File: src/carriage_pkg.sv
// Shared constants and types for the carriage space and restore control
package carriage_pkg;
  localparam int CLOCK_HZ = 25_000_000;
  localparam int MS_PER_S = 1000;
  localparam int CYCLES_PER_MS = CLOCK_HZ / MS_PER_S;
  // Index degrees per millisecond, in tenths
  localparam int DEG_X10_PER_MS_100CPM = 6;
  localparam int DEG_X10_PER_MS_150CPM = 9;
  localparam int TENTHS = 10;
  localparam int CYC_PER_DEG_100CPM = CYCLES_PER_MS * TENTHS /
                                      DEG_X10_PER_MS_100CPM;
  localparam int CYC_PER_DEG_150CPM = CYCLES_PER_MS * TENTHS /
                                      DEG_X10_PER_MS_150CPM;
  localparam int PRE_W = 17;
  localparam int DEG_W = 9;
  localparam logic [DEG_W-1:0] DEG_LAST = 9'h167;
  localparam int LAT_W = 6;
  localparam logic [LAT_W-1:0] SPACE_START_DEG = 6'h0D;
  localparam logic [LAT_W-1:0] SKIP_START_DEG = 6'h14;
  localparam int LINE_W = 8;
  localparam int EST_W = 16;
  localparam logic [EST_W-1:0] SKIP_LINE_DEG_X10 = 16'h0072;
  localparam logic [EST_W-1:0] SKIP_FIRST_DEG_X10 = 16'h00C8;
  localparam logic [7:0] RPM_SLOW = 8'h3E;
  localparam logic [7:0] RPM_FAST = 8'h88;
  localparam int CANCEL_HOLD_MS = 1;
  localparam int HOLD_W = 16;
  // Cam contacts on the machine-cycle degree counter
  localparam int NUM_CAMS = 3;
  localparam int CAM_SPACE = 0;
  localparam int CAM_SKIP = 1;
  localparam int CAM_LOCK = 2;
  localparam logic [DEG_W-1:0] CAM_CLOSE_DEG [NUM_CAMS] =
    '{9'h000, 9'h109, 9'h000};
  localparam logic [DEG_W-1:0] CAM_OPEN_DEG [NUM_CAMS] =
    '{9'h00F, 9'h11D, 9'h0B4};
  // APB map
  localparam int ADDR_W = 12;
  localparam logic [ADDR_W-1:0] ADDR_CTRL = 12'h000;
  localparam logic [ADDR_W-1:0] ADDR_STATUS = 12'h004;
  localparam logic [ADDR_W-1:0] ADDR_DEGREE = 12'h008;
  localparam logic [ADDR_W-1:0] ADDR_RPM = 12'h00C;
  localparam logic [ADDR_W-1:0] ADDR_SKIP = 12'h010;
  localparam int CTRL_RATE150_BIT = 0;
  localparam int CTRL_PRINT_BIT = 1;
  localparam int CTRL_W = 2;
  localparam logic [CTRL_W-1:0] CTRL_RESET = 2'h0;

  typedef struct packed {
    logic spaceKey;
    logic stopKey;
    logic restoreKey;
  } keys_s;

  typedef struct packed {
    logic motorEnable;
    logic slowClutch;
    logic fastClutch;
    logic interposerMagnet;
    logic clutchMagnet;
    logic cancelDelay;
    logic fastStopThird;
    logic fastStopSecond;
    logic fastStopFirst;
    logic restoreDone;
    logic spaceLockout;
    logic stopLatch;
    logic restoreLatch;
    logic startLatch;
  } status_s;
endpackage

File: src/degree_counter.sv
// Machine-cycle index degree counter with a per-degree tick
`timescale 1ns/1ps
module degree_counter
  import carriage_pkg::*;
(
  input wire logic clock,
  input wire logic rst_n,
  input wire logic [PRE_W-1:0] cyclesPerDegree,
  output logic [DEG_W-1:0] degree,
  output logic degTick,
  output logic cycleEnd
);
  logic [PRE_W-1:0] prescale;
  wire preDone = prescale >= (cyclesPerDegree - PRE_W'(1));
  wire degWrap = preDone && (degree == DEG_LAST);

  always_ff @(posedge clock or negedge rst_n) begin
    if (!rst_n) begin
      prescale <= '0;
      degree <= '0;
      degTick <= 1'b0;
      cycleEnd <= 1'b0;
    end else begin
      prescale <= preDone ? '0 : prescale + PRE_W'(1);
      degTick <= preDone;
      cycleEnd <= degWrap;
      if (preDone) begin
        degree <= degWrap ? '0 : degree + DEG_W'(1);
      end
    end
  end
endmodule

File: src/cam_contact.sv
// One cam contact closed over a degree window, wrap-around allowed
`timescale 1ns/1ps
module cam_contact
  import carriage_pkg::*;
(
  input wire logic clock,
  input wire logic rst_n,
  input wire logic [DEG_W-1:0] degree,
  input wire logic [DEG_W-1:0] closeDeg,
  input wire logic [DEG_W-1:0] openDeg,
  output logic closed
);
  wire inOrder = closeDeg <= openDeg;
  wire afterClose = degree >= closeDeg;
  wire beforeOpen = degree < openDeg;
  wire inWindow = inOrder ? (afterClose && beforeOpen)
                          : (afterClose || beforeOpen);

  always_ff @(posedge clock or negedge rst_n) begin
    if (!rst_n) begin
      closed <= 1'b0;
    end else begin
      closed <= inWindow;
    end
  end
endmodule

File: src/carriage_space_restore_control.sv
// Relay-sequence control for the tape carriage: clutches, keys, restore
//
// Summary of operation
// - Motor runs only with host main line on and gang punch off.
// - Normal spacing, restore and overflow use the slow clutch, 62 rpm.
// - Every skip-to operation uses the fast clutch, 136 rpm.
// - Degrees per millisecond: 0.6 at 100 cpm, 0.9 at 150 cpm.
// - While printing, host space cam closing sets start latch, drives clutch.
// - Fast operation: interposer first, clutch only after interposer contact.
// - Start latency 13 degrees space, 20 skip, plus 11.4 per line.
// - Start latch feeds clutch directly, or via interposer when skipping.
// - Space key gives exactly one slow line space however long held.
// - Space key sets start latch and lockout; cam holds, key re-holds lockout.
// - Breaker sets fast stops; first drops clutch, second drops start latch.
// - Fast stops act well under one millisecond after breaker closes.
// - Stop key held clears host run, start and restore latches.
// - Carriage stop key halts the host at the end of current cycle.
// - Restore key advances slowly until channel 1 hole is sensed.
// - Restore: restore latch, start latch, done clears, clutch, then hold.
// - During restore stops wait for channel 1; then stops and delay hold.
// - Done latch releases stops; delay keeps pending skips cancelled.
// - Restore key still held: no new restore, stops block clutch.
// - Commutator turns 62 rpm on slow clutch, 136 rpm on fast.
//
// Decided for this implementation: register access over APB and the address map.
`timescale 1ns/1ps
module carriage_space_restore_control
  import carriage_pkg::*;
#(
  parameter int CYC_PER_DEG_100 = CYC_PER_DEG_100CPM,
  parameter int CYC_PER_DEG_150 = CYC_PER_DEG_150CPM,
  parameter int CANCEL_HOLD_CYCLES = CANCEL_HOLD_MS * CYCLES_PER_MS
) (
  input wire logic clock,
  input wire logic rst_n,
  input wire logic psel,
  input wire logic penable,
  input wire logic pwrite,
  input wire logic [ADDR_W-1:0] paddr,
  input wire logic [31:0] pwdata,
  output logic [31:0] prdata,
  output logic pready,
  output logic pslverr,
  input wire logic mainLineOn,
  input wire logic gangPunchOff,
  input wire keys_s keys,
  input wire logic carriageBreaker,
  input wire logic channel1Brush,
  input wire logic skipSelect,
  input wire logic interposerContact,
  input wire logic hostStart,
  output logic motorEnable,
  output logic clutchMagnet,
  output logic interposerMagnet,
  output logic fastClutch,
  output logic slowClutch,
  output logic hostRunA,
  output logic hostRunB,
  output logic hostStop,
  output logic cancelPending
);
  // Relay latches
  logic startLatch;
  logic restoreLatch;
  logic stopLatch;
  logic spaceLockout;
  logic restoreDone;
  logic fastStopFirst;
  logic fastStopSecond;
  logic fastStopThird;
  logic cancelDelay;
  logic stopPending;
  logic [CTRL_W-1:0] ctrl;
  logic [NUM_CAMS-1:0] camPrev;
  logic [LAT_W-1:0] latency;
  logic [LINE_W-1:0] skipLines;
  logic [HOLD_W-1:0] cancelHold;
  logic breakerPrev;

  wire [DEG_W-1:0] degree;
  wire degTick;
  wire cycleEnd;
  wire [NUM_CAMS-1:0] camClosed;

  // Degree rate follows the host list speed
  wire rate150 = ctrl[CTRL_RATE150_BIT];
  wire printEnable = ctrl[CTRL_PRINT_BIT];
  wire [PRE_W-1:0] cyclesPerDegree = rate150 ? PRE_W'(CYC_PER_DEG_150)
                                             : PRE_W'(CYC_PER_DEG_100);

  degree_counter u_degree (
    .clock(clock),
    .rst_n(rst_n),
    .cyclesPerDegree(cyclesPerDegree),
    .degree(degree),
    .degTick(degTick),
    .cycleEnd(cycleEnd)
  );

  genvar i;
  generate
    for (i = 0; i < NUM_CAMS; i++) begin : g_cam
      cam_contact u_cam (
        .clock(clock),
        .rst_n(rst_n),
        .degree(degree),
        .closeDeg(CAM_CLOSE_DEG[i]),
        .openDeg(CAM_OPEN_DEG[i]),
        .closed(camClosed[i])
      );
    end
  endgenerate

  // Keys only reach the relays through the gang punch switch
  wire spaceKeyOn = keys.spaceKey & gangPunchOff;
  wire stopKeyOn = keys.stopKey & gangPunchOff;
  wire restoreKeyOn = keys.restoreKey & gangPunchOff;

  // Cam closures act as impulses so one closure gives one start
  wire [NUM_CAMS-1:0] camMake = camClosed & ~camPrev;
  wire hostSpacePick = printEnable & camMake[CAM_SPACE];
  wire skipPick = skipSelect & camMake[CAM_SKIP];
  wire spacePick = spaceKeyOn & ~spaceLockout;
  wire restorePick = restoreLatch & restoreKeyOn;
  wire startHold = startLatch & ~fastStopSecond;
  wire anyPick = hostSpacePick | skipPick | spacePick | restorePick;
  wire next_startLatch = (anyPick | startHold) & ~stopLatch;

  wire restoreHold = restoreLatch & startLatch;
  wire next_restoreLatch = (restoreKeyOn | restoreHold) & ~stopLatch;

  // Lockout keeps a held space key from repicking the start latch
  wire lockHold = camClosed[CAM_LOCK] | spaceKeyOn;
  wire next_spaceLockout = startLatch | (spaceLockout & lockHold);

  // Breaker ignored during restore until the channel 1 hole
  wire breakerStop = carriageBreaker & ~restoreLatch;
  wire restoreStop = carriageBreaker & restoreLatch & channel1Brush;
  wire delayHold = fastStopThird & ~restoreDone;
  wire keyHeldHold = fastStopFirst & restoreLatch & restoreKeyOn;
  wire next_fastStop = breakerStop | restoreStop | delayHold | keyHeldHold;
  wire next_fastStopThird = restoreStop | delayHold;

  // Start latency in index degrees since the start latch set
  wire spaceReady = latency >= SPACE_START_DEG;
  wire skipReady = latency >= SKIP_START_DEG;
  wire latencyRun = startLatch & degTick & ~skipReady;

  // Restore always runs slow, even with a skip selection standing
  wire fastPath = skipSelect & ~restoreLatch;
  wire clutchFeed = startLatch & ~fastStopFirst & spaceReady;
  wire next_interposer = clutchFeed & fastPath;
  wire sealed = interposerMagnet & interposerContact;
  wire fastFeed = clutchFeed & skipReady & sealed;
  wire next_clutch = fastPath ? fastFeed : clutchFeed;

  // Lines skipped under a held fast clutch
  wire breakerMake = carriageBreaker & ~breakerPrev;
  wire lineCount = breakerMake & fastClutch & (skipLines != '1);
  wire [EST_W-1:0] skipEstimate = SKIP_FIRST_DEG_X10 +
    EST_W'(skipLines) * SKIP_LINE_DEG_X10;

  wire [7:0] rpm = fastClutch ? RPM_FAST :
                   slowClutch ? RPM_SLOW : 8'h00;

  wire next_hostRunA = (hostStart | hostRunA) & ~stopLatch;
  wire next_hostRunB = (hostStart | hostRunB) & ~stopLatch;
  wire next_stopPending = stopLatch | (stopPending & ~cycleEnd);

  // Cancel stays asserted a while after the delay relay drops
  wire holdRun = cancelHold != '0;
  wire [HOLD_W-1:0] next_cancelHold = cancelDelay ?
    HOLD_W'(CANCEL_HOLD_CYCLES) : (holdRun ? cancelHold - HOLD_W'(1) : '0);

  status_s status;
  assign status = '{
    motorEnable: motorEnable,
    slowClutch: slowClutch,
    fastClutch: fastClutch,
    interposerMagnet: interposerMagnet,
    clutchMagnet: clutchMagnet,
    cancelDelay: cancelDelay,
    fastStopThird: fastStopThird,
    fastStopSecond: fastStopSecond,
    fastStopFirst: fastStopFirst,
    restoreDone: restoreDone,
    spaceLockout: spaceLockout,
    stopLatch: stopLatch,
    restoreLatch: restoreLatch,
    startLatch: startLatch
  };

  // APB decode; answer comes in the first access cycle
  wire setup = psel & ~penable;
  wire access = psel & penable & pready;
  wire hitCtrl = paddr == ADDR_CTRL;
  wire hitStatus = paddr == ADDR_STATUS;
  wire hitDegree = paddr == ADDR_DEGREE;
  wire hitRpm = paddr == ADDR_RPM;
  wire hitSkip = paddr == ADDR_SKIP;
  wire mapped = hitCtrl | hitStatus | hitDegree | hitRpm | hitSkip;
  wire writeCtrl = access & pwrite & hitCtrl & ~pslverr;
  wire [31:0] ctrlWord = {{(32-CTRL_W){1'b0}}, ctrl};
  wire [31:0] statusWord = {{(32-$bits(status_s)){1'b0}}, status};
  wire [31:0] degreeWord = {{(32-DEG_W){1'b0}}, degree};
  wire [31:0] rpmWord = {24'h00_0000, rpm};
  wire [31:0] skipWord = {skipEstimate, {(16-LINE_W){1'b0}}, skipLines};
  wire [31:0] readData = hitCtrl ? ctrlWord :
                         hitStatus ? statusWord :
                         hitDegree ? degreeWord :
                         hitRpm ? rpmWord :
                         hitSkip ? skipWord : 32'h0000_0000;

  always_ff @(posedge clock or negedge rst_n) begin
    if (!rst_n) begin
      pready <= 1'b0;
      pslverr <= 1'b0;
      prdata <= 32'h0000_0000;
      ctrl <= CTRL_RESET;
    end else begin
      pready <= setup;
      pslverr <= setup & ~mapped;
      if (setup) begin
        prdata <= pwrite ? 32'h0000_0000 : readData;
      end
      if (writeCtrl) begin
        ctrl <= pwdata[CTRL_W-1:0];
      end
    end
  end

  // Relay latches, one clock per relay step
  always_ff @(posedge clock or negedge rst_n) begin
    if (!rst_n) begin
      startLatch <= 1'b0;
      restoreLatch <= 1'b0;
      stopLatch <= 1'b0;
      spaceLockout <= 1'b0;
      restoreDone <= 1'b1;
      camPrev <= '0;
      breakerPrev <= 1'b0;
    end else begin
      startLatch <= next_startLatch;
      restoreLatch <= next_restoreLatch;
      stopLatch <= stopKeyOn;
      spaceLockout <= next_spaceLockout;
      restoreDone <= ~startLatch;
      camPrev <= camClosed;
      breakerPrev <= carriageBreaker;
    end
  end

  // Fast stops respond within one clock of the breaker, far below 1 ms
  always_ff @(posedge clock or negedge rst_n) begin
    if (!rst_n) begin
      fastStopFirst <= 1'b0;
      fastStopSecond <= 1'b0;
      fastStopThird <= 1'b0;
      cancelDelay <= 1'b0;
    end else begin
      fastStopFirst <= next_fastStop;
      fastStopSecond <= next_fastStop;
      fastStopThird <= next_fastStopThird;
      cancelDelay <= next_fastStopThird;
    end
  end

  always_ff @(posedge clock or negedge rst_n) begin
    if (!rst_n) begin
      latency <= '0;
      skipLines <= '0;
    end else begin
      if (!startLatch) begin
        latency <= '0;
      end else if (latencyRun) begin
        latency <= latency + LAT_W'(1);
      end
      if (!startLatch) begin
        skipLines <= '0;
      end else if (lineCount) begin
        skipLines <= skipLines + LINE_W'(1);
      end
    end
  end

  // Magnets and host-facing outputs
  always_ff @(posedge clock or negedge rst_n) begin
    if (!rst_n) begin
      motorEnable <= 1'b0;
      clutchMagnet <= 1'b0;
      interposerMagnet <= 1'b0;
      fastClutch <= 1'b0;
      slowClutch <= 1'b0;
    end else begin
      motorEnable <= mainLineOn & gangPunchOff;
      clutchMagnet <= next_clutch;
      interposerMagnet <= next_interposer;
      fastClutch <= next_clutch & fastPath;
      slowClutch <= next_clutch & ~fastPath;
    end
  end

  always_ff @(posedge clock or negedge rst_n) begin
    if (!rst_n) begin
      hostRunA <= 1'b0;
      hostRunB <= 1'b0;
      stopPending <= 1'b0;
      hostStop <= 1'b0;
      cancelHold <= '0;
      cancelPending <= 1'b0;
    end else begin
      hostRunA <= next_hostRunA;
      hostRunB <= next_hostRunB;
      stopPending <= next_stopPending;
      hostStop <= stopPending & cycleEnd;
      cancelHold <= next_cancelHold;
      cancelPending <= cancelDelay | holdRun;
    end
  end
endmodule

File: config.mk
export PLATFORM = sky130hd
export DESIGN_NAME = carriage_space_restore_control
export DESIGN_NICKNAME = d
export VERILOG_FILES = /design/src/carriage_pkg.sv /design/src/degree_counter.sv /design/src/cam_contact.sv /design/src/carriage_space_restore_control.sv
export SDC_FILE = /design/constraint.sdc
export NUM_CORES = 1
export LEC_CHECK = 0
export ABC_AREA = 1
export CORE_MARGIN = 2
export CORE_UTILIZATION = 58
export CTS_CLUSTER_SIZE = 28
export DETAILED_ROUTE_END_ITERATION = 8
export DONT_BUFFER_PORTS = 1
export PLACE_DENSITY = 0.77
export SLEW_MARGIN = 20
export SYNTH_ARGS = -nofsm -noshare
export SYNTH_HDL_FRONTEND = slang
export SYNTH_SLANG_ARGS = --single-unit
File: constraint.sdc
create_clock -name clock -period 5 [get_ports clock]
set_clock_uncertainty 0.05 [all_clocks]
set_input_delay 0 -clock clock [delete_from_list [all_inputs] [get_ports clock]]
set_output_delay 0 -clock clock [all_outputs]
set_load 0.005 [all_outputs]
==> results.sh, run 1 <==
export IMPL_dp_cells=975
export IMPL_ys_top_cells_by_area="dfrtp_1, nand2_1, ha_1"
export IMPL_worst_ep_arrival_time_ns=4.11
export IMPL_synthTopCellsByCount="nand2_1, inv_1, dfrtp_1"
export IMPL_grt_first_pass_wirelength_um=26300
export IMPL_gr_usage_all_layers_pct=26.1
export IMPL_ys_seq_area_share_pct=41.3
export IMPL_syn_avg_cell_area_um2=8.21
export IMPL_drcViolationCount=5
export IMPL_cts_buffer_depth=2
export IMPL_io_pins=102
export IMPL_synthMuxAreaShare_pct=0.163
export IMPL_place_area_um2=7020
export IMPL_dieHeight_um=113
export IMPL_synth_edff_count=0
export IMPL_violations="design-rule violations"
export IMPL_irDropWorstVdd_uv=238
export IMPL_end_kind="register"
export IMPL_die_area_um2=12800
export IMPL_relSlewSlack_pct=57.3
export IMPL_io_buffer_count=0
export IMPL_setup_viol=0
export IMPL_drt_iter0_drc=495
export IMPL_root_buffer="clkbuf_16"
export IMPL_final_area_um2=7940
export IMPL_synth_compound_area_share_pct=7.99
export IMPL_r2r_cells=16
export IMPL_maxSlewViolCount=0
export IMPL_clk_latency_ns=0.42
export IMPL_yosysWarnings=0
export IMPL_chipWidth_um=113
export IMPL_startpoint_type="register"
export IMPL_synth_simple_area_share_pct=26.6
export IMPL_cts_tree="built"
export IMPL_num_rows=39
export IMPL_start_util_pct=59.9
export IMPL_drive_gt1_share_pct=7.39
export IMPL_r2r_setup_slack_ns=1.15
export IMPL_synth_cell_types=53
export IMPL_static_leakage_power_nw=4.06
export IMPL_tns_ns=0
export IMPL_synth_top_family_by_area="simple AND/OR/NAND/NOR gates"
export IMPL_ys_seq_elements=114
export IMPL_overflow=0
export IMPL_post_synth_top_count_cell="nand2_1"
export IMPL_synth_cells=841
export IMPL_path_class="register to register"
export IMPL_cts_setup_buffers=0
export IMPL_hold_viol=0
export IMPL_rsz0062_at_grt="no"
export IMPL_synth_xor_area_share_pct=3.66
export IMPL_path_max_fanout=9
export IMPL_max_freq_mhz=260
export IMPL_synth_top_area_share_pct=41.0
export IMPL_status="complete, but fails checks"
export IMPL_hold_end="pslverr"
export IMPL_grt_pass1_vias=5740
export IMPL_avgRoutedWirePerCell_um=15.1
export IMPL_final_core_util_pct=68.9
export IMPL_async_flop_share_pct=100
export IMPL_vias=5777
export IMPL_min_path_cells=4
export IMPL_ys_flop_type="dfrtp_1"
export IMPL_r2r_end="prdata[30]"
export IMPL_core_um2=11500
export IMPL_area_growth_syn_to_layout_pct=15.0
export IMPL_min_path_type="primary input to register"
export IMPL_timing_max_cap_violations=0
export IMPL_min_period_ns=3.85
export IMPL_min_delay_start="paddr[5]"
export IMPL_htree_levels=4
export IMPL_cellPowerDensity_nw_per_um2=303
export IMPL_crit_required_ns=5.25
export IMPL_netlist_area_um2=6900
export IMPL_diodes=0
export IMPL_clock_sinks=114
export IMPL_cts_buffers=17
export IMPL_synthAdderAreaFrac_pct=12.1
export IMPL_r2r_start="skipLines[2]"
export IMPL_layout_nets=999
export IMPL_antenna_found_initial=0
export IMPL_tightest_slew_ns=0.635
export IMPL_clk_pin_slew_worst_paths_ns=0.05
export IMPL_place_congestion=0.933
export IMPL_stdcell_count=1036
export IMPL_finalWirelength_um=15600
export IMPL_dr_pass1_iters=6
export IMPL_viasPerCell=5.58
export IMPL_yosysTopAreaCell="dfrtp_1"
export IMPL_post_route_period_util_pct=77.1
export IMPL_hpwlAfterDp_um=11200
export IMPL_whs_ns=0.0130
export IMPL_drtAntennaViolNets=0
export IMPL_grt_max_degree=115
[worst max-delay path by stage]
stage                 startpoint         end  slack (ns)  cells past startpoint
floorplan           skipLines[2]  prdata[29]        1.53                     15
global placement    skipLines[2]  prdata[31]        1.30                     15
detailed placement  skipLines[2]  prdata[30]        1.18                     16
CTS                 skipLines[2]  prdata[30]        1.17                     16
global route        skipLines[2]  prdata[30]        0.92                     16
finish              skipLines[2]  prdata[30]        1.15                     16
[report_power, final]
group | switching, mW | internal [mW] | total (mW)
registers | 0.0335 | 0.963 | 0.996
logic | 0.0982 | 0.0680 | 0.166
clock network | 0.411 | 0.830 | 1.24
[worst max-delay path, cell delays in order (launching register included)]
cell	delay, ns
dfrtp_1	0.55
inv_1	0.17
fa_1	0.55
inv_1	0.05
fa_1	0.45
ha_1	0.35
fa_1	0.52
nand2_1	0.12
nand2_1	0.08
nand2_1	0.08
nand2_1	0.12
inv_1	0.12
nand2_1	0.08
nor2_1	0.19
nand4_1	0.10
nand3_1	0.09
nand2_1	0.05
[through the flow]
stage          power (mW)  setup slack (ns)
6_report             2.40              1.15
5_1_grt              2.49             0.924
4_1_cts              2.42              1.17
3_5_place_dp         1.14              1.18
3_3_place_gp         1.13              1.30
2_1_floorplan        1.11              1.53
[flip-flops by register name (all words and copies together), names as in the netlist, 2 cells and up]
| name | flops |
|---|---|
| camPrev | 2 |
| cancelHold | 16 |
| ctrl | 2 |
| g_cam.u_cam.closed | 3 |
| latency | 6 |
| prdata | 29 |
| skipLines | 8 |
| u_degree.degree | 9 |
| u_degree.prescale | 17 |
[routing by layer]
| layer | up-vias | share of wire (%) | global-route usage (%) |
|---|---|---|---|
| li1 | 2782 | - | - |
| met1 | 2796 | 41 | 31.3 |
| met2 | 164 | 51 | 45.8 |
| met3 | 35 | 5.6 | 5.95 |
| met4 | 0 | 2.2 | 10.0 |
| met5 | - | 0 | 0 |
[layout by cell type (no fill, tap or decap), types with 4 or more instances in the layout]
cell,n
dlygate4sd3_1,28
nand4_1,16
ha_1,49
o21ai_1,9
nand3_1,52
xor2_1,19
xnor2_1,8
nand2_2,4
clkbuf_8,4
o211ai_1,4
clkbuf_16,17
inv_1,125
nor2_2,6
dfrtp_1,113
nor2_1,97
o21ai_0,40
nand3_2,4
nand2_1,176
fa_1,11
nor3_1,20
nor3_2,4
clkinv_2,5
a21oi_1,23
[cells by family after synthesis]
family	Yosys count
simple gates	402
mux	1
flops	114
buf+inv	139
compound gates	96
fa+ha+maj	60
other cells	1
xor+xnor	28
[area by class of cell]
class | instances | area, um^2
Timing Repair Buffer | 30 | 315
Inverter | 127 | 477
Clock inverter | 10 | 130
Fill cell | 887 | 3580
Multi-Input combinational cell | 590 | 3500
Sequential cell | 114 | 2850
Tap cell | 143 | 179
Clock buffer | 22 | 484
[timing repair]
item | in CTS | in global routing
hold buffers | 29 | 0
hold endpoints to repair | 157 | 0
endpoints found under the setup margin | 0 | 0
resized for setup | 0 | 0
No activity file was read; power rests on OpenSTA's default activity.
==> run 2: changes to the inputs <==
--- a/config.mk
+++ b/config.mk
@@ -5,13 +5,13 @@
 export SDC_FILE = /design/constraint.sdc
 export NUM_CORES = 1
 export LEC_CHECK = 0
-export ABC_AREA = 1
+export ABC_AREA = 0
 export CORE_MARGIN = 2
 export CORE_UTILIZATION = 58
 export CTS_CLUSTER_SIZE = 28
 export DETAILED_ROUTE_END_ITERATION = 8
 export DONT_BUFFER_PORTS = 1
-export PLACE_DENSITY = 0.77
+export PLACE_DENSITY = 0.79
 export SLEW_MARGIN = 20
 export SYNTH_ARGS = -nofsm -noshare
 export SYNTH_HDL_FRONTEND = slang
==> constraint.sdc (replaced) <==
create_clock -name clock -period 3.4 [get_ports clock]
set_clock_uncertainty 0.05 [all_clocks]
set_input_delay 0 -clock clock [delete_from_list [all_inputs] [get_ports clock]]
set_output_delay 0 -clock clock [all_outputs]
set_load 0.005 [all_outputs]
==> run 2 against run 1 <==
Fmax down 2.7%. Register-to-register slack worse by 1.7 ns. Non-clock buffer count grew 48. Via count down 12%. Cell area decreased by 0.58%. Critical path depth down 2. The run ends with negative hold slack, negative setup slack left. Power is 49% higher. Worst hold slack lost 0.020 ns. Final cell count shrank 17%.
==> results.sh, run 2 <==
export IMPL_dp_cells=798
export IMPL_vias=5069
export IMPL_setup_viol=7
export IMPL_startpoint_type="register"
export IMPL_netlist_area_um2=6380
export IMPL_ys_seq_elements=114
export IMPL_stdcell_count=865
export IMPL_yosysWarnings=0
export IMPL_grt_pass1_vias=5147
export IMPL_crit_chain="fa_1, inv_1, fa_1, inv_1, ha_1, ha_2, fa_2, a211oi_4, buf_4, nor2_4, nor2_1, nand2_1, or4_1, a32o_1"
export IMPL_irDropWorstVdd_uv=432
export IMPL_path_class="register to register"
export IMPL_io_buffer_count=0
export IMPL_whs_ns=-0.00667
export IMPL_fillers=737
export IMPL_critPathLaunch="skipLines[1]"
export IMPL_drcViolationCount=0
export IMPL_avgRoutedWirePerCell_um=17.9
export IMPL_grt_max_degree=115
export IMPL_min_period_ns=3.96
export IMPL_core_um2=10800
export IMPL_tightest_slew_ns=0.901
export IMPL_r2r_start="skipLines[1]"
export IMPL_hold_viol=3
export IMPL_synth_edff_count=0
export IMPL_timing_max_cap_violations=0
export IMPL_hpwlAfterDp_um=10400
export IMPL_grt_first_pass_wirelength_um=25200
export IMPL_min_path_type="primary input to asynchronous set/reset pin"
export IMPL_overflow=0
export IMPL_synth_top_area_share_pct=44.3
export IMPL_cellPowerDensity_nw_per_um2=454
export IMPL_htree_levels=4
export IMPL_place_congestion=0.905
export IMPL_io_pins=102
export IMPL_post_route_period_util_pct=116
export IMPL_pre_cts_ws_ns=-0.567
export IMPL_mostFrequentLayoutCells="dfrtp_1, nor2_1, nand2_1"
export IMPL_setup_slack_ns=-0.560
export IMPL_root_buffer="clkbuf_8"
export IMPL_finalWirelength_um=15500
export IMPL_reg_top3="prdata: 29 flops, u_degree.prescale: 17 flops, cancelHold: 16 flops"
export IMPL_drive_gt1_share_pct=16.1
export IMPL_async_flop_share_pct=100
export IMPL_antenna_found_initial=0
export IMPL_ys_top_cells_by_area="dfrtp_1, ha_1, xnor2_1"
export IMPL_status="complete, but fails checks"
export IMPL_path_max_fanout=3
export IMPL_synth_cells=636
export IMPL_cts_tree="built"
export IMPL_area_growth_syn_to_layout_pct=23.7
export IMPL_num_rows=38
export IMPL_regMostFlops="prdata"
export IMPL_crit_slowest_cell="fa_1"
export IMPL_ys_flop_type="dfrtp_1"
export IMPL_violations="negative hold slack, negative setup slack"
export IMPL_clk_latency_ns=0.53
export IMPL_drtAntennaViolNets=0
export IMPL_die_area_um2=11900
export IMPL_post_synth_top_count_cell="dfrtp_1"
export IMPL_maxSlewViolCount=0
export IMPL_clock_sinks=114
export IMPL_clk_pin_slew_worst_paths_ns=0.06
export IMPL_synth_cell_types=66
export IMPL_max_freq_mhz=253
export IMPL_largest_register_ffs=29
export IMPL_place_area_um2=6800
export IMPL_static_leakage_power_nw=3.74
export IMPL_synthTopCellsByCount="dfrtp_1, nor2_1, nand2_1"
export IMPL_dieHeight_um=109
export IMPL_cts_buffer_depth=2
export IMPL_drt_iter0_drc=528
export IMPL_relSlewSlack_pct=39.5
export IMPL_final_common_cell="dfrtp_1"
export IMPL_cts_buffers=17
export IMPL_diodes=0
export IMPL_final_area_um2=7890
export IMPL_tns_ns=-2.54
export IMPL_gr_usage_all_layers_pct=27.9
export IMPL_syn_avg_cell_area_um2=10.0
export IMPL_yosysTopAreaCell="dfrtp_1"
export IMPL_start_util_pct=59.1
export IMPL_crit_path_max_incr_delay_ns=0.54
export IMPL_crit_required_ns=3.76
export IMPL_layout_nets=832
export IMPL_ys_seq_area_share_pct=44.7
export IMPL_viasPerCell=5.86
export IMPL_dr_pass1_iters=5
export IMPL_end_kind="register"
export IMPL_worst_ep_arrival_time_ns=4.32
export IMPL_rsz0062_at_grt="yes"
export IMPL_chipWidth_um=109
## run 2: changes by cell type after synthesis, sizes merged, moves of 15 or more
cell   before  now
nand2     180   56
inv       126   35
nand3      56   19
nor2      106   75
xnor2       8   35
o21ai      52   37
## run 2: final timing paths
| check | to | slack (ns) | cells past startpoint |
|---|---|---|---|
| hold reg to reg | camPrev[0] | 0.33 | 0 |
| setup reg to reg | prdata[30] | -0.56 | 14 |
| max in group asynchronous | latency[3] | 2.82 | 2 |
| hold / removal | prdata[26] | -0.007 | 2 |
| min in group clock | pslverr | 0.05 | 2 |
| setup / recovery | prdata[30] | -0.56 | 14 |
## run 2: cells by family (layout without fill, tap and decap cells)
logic type                 Yosys count  in the layout  share of synthesized area [%]
xor gates and xnor gates            53             53                           7.28
AOI/OAI and AO/OA                  111            111                           11.9
muxes                                6              6                           1.14
buffers and inverters               57            144                           3.57
other                                1              3                         0.0588
DFF                                114            114                           44.7
adders and majority gates           60             60                           13.1
and+or+nand+nor                    234            234                           18.2
## run 2: final cells by class
type                       instances  area, um^2  area share [%]
clock inverter                    10         155            1.97
inverter                          35         131            1.66
tap                              140         175            2.22
multi-input combinational        467        3420            43.3
timing repair buffer              78         687            8.70
clock buffer                      21         469            5.94
sequential                       114        2860            36.2
## run 2: routing by layer
metal / up-vias / GRT usage [%] / share of wire (%)
li1: 2363 / - / -
met1: 2499 / 37.3 / 45
met2: 186 / 42.9 / 47
met3: 21 / 9.15 / 7.2
met4: 0 / 9.43 / 1.5
met5: - / 0 / 0
## run 2: timing repair
action	in CTS	in global routing
endpoints found under the setup margin	7	7
hold endpoints to repair	161	0
buffers inserted	4	3
cloned	0	0
pin swaps	8	11
hold buffers	29	0
resized for setup	11	15
## run 2: worst max-delay path: cells and delay by family (launching register included)
family,cells,cell delay [ns]
AOI/OAI and AO/OA,2,0.50
adders and majority gates,5,1.85
buffers and inverters,3,0.25
DFF,1,0.42
and+or+nand+nor,4,0.77
## run 2: metrics by stage
step	total power, mW	utilization, %
after floorplan	1.62	-
after global placement	1.65	63.0
after detailed placement	1.67	63.0
after CTS	3.60	72.3
after global routing	3.71	73.1
final	3.58	73.1
## run 2: report_power, final
group	switching [mW]	internal, mW	total, mW	leakage (nW)
sequential	0.0670	1.41	1.48	1.49
clock	0.621	1.26	1.88	0.306
combinational	0.128	0.0921	0.220	1.95
total	0.816	2.76	3.58	3.74
==> run 3: changes to the inputs <==
--- a/config.mk
+++ b/config.mk
@@ -8,6 +8,7 @@
 export ABC_AREA = 0
 export CORE_MARGIN = 2
 export CORE_UTILIZATION = 58
+export CTS_BUF_LIST = sky130_fd_sc_hd__clkbuf_2
 export CTS_CLUSTER_SIZE = 28
 export DETAILED_ROUTE_END_ITERATION = 8
 export DONT_BUFFER_PORTS = 1
==> run 3 against run 2 <==
The flow finishes with violations (negative setup slack). Worst setup slack better by 0.016 ns. Die area stayed put. Cell area is 3.2% lower. Utilization is 2.3 points lower. Final cell count is 1.6% higher. Routed wire length is 2.7% lower. Largest power group is now registers. Highest routed layer unchanged.
==> results.sh, run 3 (synthesis results as in run 2) <==
export IMPL_status="complete, but fails checks"
export IMPL_violations="negative setup slack"
export IMPL_grt_first_pass_wirelength_um=24600
export IMPL_clock_sinks=114
export IMPL_io_buffer_count=0
export IMPL_place_area_um2=6800
export IMPL_gr_usage_all_layers_pct=27.3
export IMPL_path_max_fanout=3
export IMPL_io_pins=102
export IMPL_clk_latency_ns=0.71
export IMPL_dr_pass1_iters=6
export IMPL_path_class="register to register"
export IMPL_hold_viol=0
export IMPL_r2r_end="prdata[30]"
export IMPL_min_path_cells=4
export IMPL_grt_max_degree=115
export IMPL_worst_ep_arrival_time_ns=4.50
export IMPL_r2r_start="skipLines[1]"
export IMPL_min_period_ns=3.94
export IMPL_final_common_cell="dfrtp_1"
export IMPL_hold_end="prdata[0]"
export IMPL_grt_pass1_vias=5120
export IMPL_core_um2=10800
export IMPL_mostFrequentLayoutCells="dfrtp_1, nor2_1, nand2_1"
export IMPL_r2r_setup_slack_ns=-0.54
export IMPL_drive_gt1_share_pct=14.6
export IMPL_largest_register_ffs=29
export IMPL_cts_buffer_depth=2
export IMPL_regMostFlops="prdata"
export IMPL_relSlewSlack_pct=36.7
export IMPL_tightest_slew_ns=0.943
export IMPL_end_kind="register"
export IMPL_root_buffer="clkbuf_2"
export IMPL_die_area_um2=11900
export IMPL_dp_cells=798
export IMPL_avgRoutedWirePerCell_um=17.2
export IMPL_min_path_type="primary input to register"
export IMPL_regArea_um2=2860
export IMPL_chipWidth_um=109
export IMPL_final_area_um2=7640
export IMPL_static_leakage_power_nw=3.63
export IMPL_drcViolationCount=0
export IMPL_hpwlAfterDp_um=10400
export IMPL_num_rows=38
export IMPL_antenna_found_initial=0
export IMPL_layout_nets=846
export IMPL_diodes=0
export IMPL_viasPerCell=5.74
export IMPL_drt_iter0_drc=418
export IMPL_finalWirelength_um=15100
export IMPL_fillers=806
export IMPL_crit_required_ns=3.96
export IMPL_startpoint_type="register"
export IMPL_min_delay_start="paddr[4]"
export IMPL_maxSlewViolCount=0
export IMPL_start_util_pct=59.1
export IMPL_area_growth_syn_to_layout_pct=19.8
export IMPL_overflow=0
export IMPL_setup_viol=7
export IMPL_place_congestion=0.905
export IMPL_clk_pin_slew_worst_paths_ns=0.17
export IMPL_r2r_cells=12
export IMPL_timing_max_cap_violations=0
export IMPL_htree_levels=4
export IMPL_multi_input_area_um2=3400
export IMPL_reg_top3="prdata: 29 flops, u_degree.prescale: 17 flops, cancelHold: 16 flops"
export IMPL_cellPowerDensity_nw_per_um2=352
export IMPL_setup_slack_ns=-0.545
export IMPL_cts_tree="built"
export IMPL_max_freq_mhz=254
export IMPL_vias=5048
export IMPL_stdcell_count=879
export IMPL_dieHeight_um=109
export IMPL_cts_buffers=17
export IMPL_post_route_period_util_pct=116
export IMPL_drtAntennaViolNets=0
export IMPL_rsz0062_at_grt="yes"
export IMPL_irDropWorstVdd_uv=391
## run 3: changes by cell type in the layout (fill, tap and decap cells not counted), moves of 2 or more
cell / before / now
clkbuf_8: 5 / 0
clkbuf_2: 0 / 17
dlygate4sd3_1: 28 / 44
clkinv_1: 0 / 4
clkbuf_16: 16 / 0
buf_6: 3 / 1
## run 3: power by group
group | switching [mW] | internal (mW) | total [mW]
Combinational | 0.128 | 0.0999 | 0.228
Clock | 0.522 | 0.464 | 0.986
Sequential | 0.0661 | 1.41 | 1.48
## run 3: per-layer routing
metal | track usage [%] | part of all wire (%)
met4 | 9.25 | 1.4
met3 | 9.62 | 8.4
met5 | 0 | 0
met2 | 42.5 | 47
met1 | 35.5 | 43
## run 3: timing repair
action                                  in CTS  in global routing
endpoints found under the setup margin       7                  7
pin swaps                                    7                  6
endpoints found under the hold margin      167                  0
resized for setup                           11                  8
hold buffers                                45                  0
buffers inserted                             3                  3
## run 3: how the worst max path moves through the flow
stage                      start         end  slack [ns]  cells past startpoint
CTS                 skipLines[1]  prdata[30]       -0.56                     13
detailed placement  skipLines[1]  prdata[30]       -0.57                     13
global placement    skipLines[1]  prdata[30]       -0.49                     13
finish              skipLines[1]  prdata[30]       -0.54                     12
floorplan           skipLines[1]  prdata[30]       -0.55                     12
global route        skipLines[1]  prdata[30]       -0.74                     13
## run 3: worst max-delay path, stage by stage (launching register included)
cell and delay (ns):
dfrtp_1 0.46, fa_1 0.54, inv_1 0.05, fa_1 0.47, inv_1 0.04, ha_1 0.27
ha_2 0.19, fa_2 0.54, nor3b_2 0.06, nor4_2 0.32, nand2_1 0.10, or4_1 0.53
a32o_1 0.24
## run 3: area by class of cell
type                            instances  area share, %
Clock buffer                           17           1.11
Clock inverter                         14           2.23
Inverter                               35           1.72
Multi-Input combinational cell        467           44.5
Sequential cell                       114           37.4
Tap cell                              140           2.29
Timing Repair Buffer                   92           10.8
## run 3: metrics by stage
step           power, mW  hold WS [ns]  utilization, %  worst slack (ns)  setup TNS (ns)
2_1_floorplan       1.62        -0.346               -            -0.552           -1.02
3_3_place_gp        1.65        -0.343            63.0            -0.489           -1.67
3_5_place_dp        1.67        -0.343            63.0            -0.567           -2.22
4_1_cts             2.71      0.000764            70.3            -0.561           -2.15
5_1_grt             2.82        0.0612            70.8            -0.740           -3.55
6_report            2.69        0.0678            70.8            -0.545           -2.61
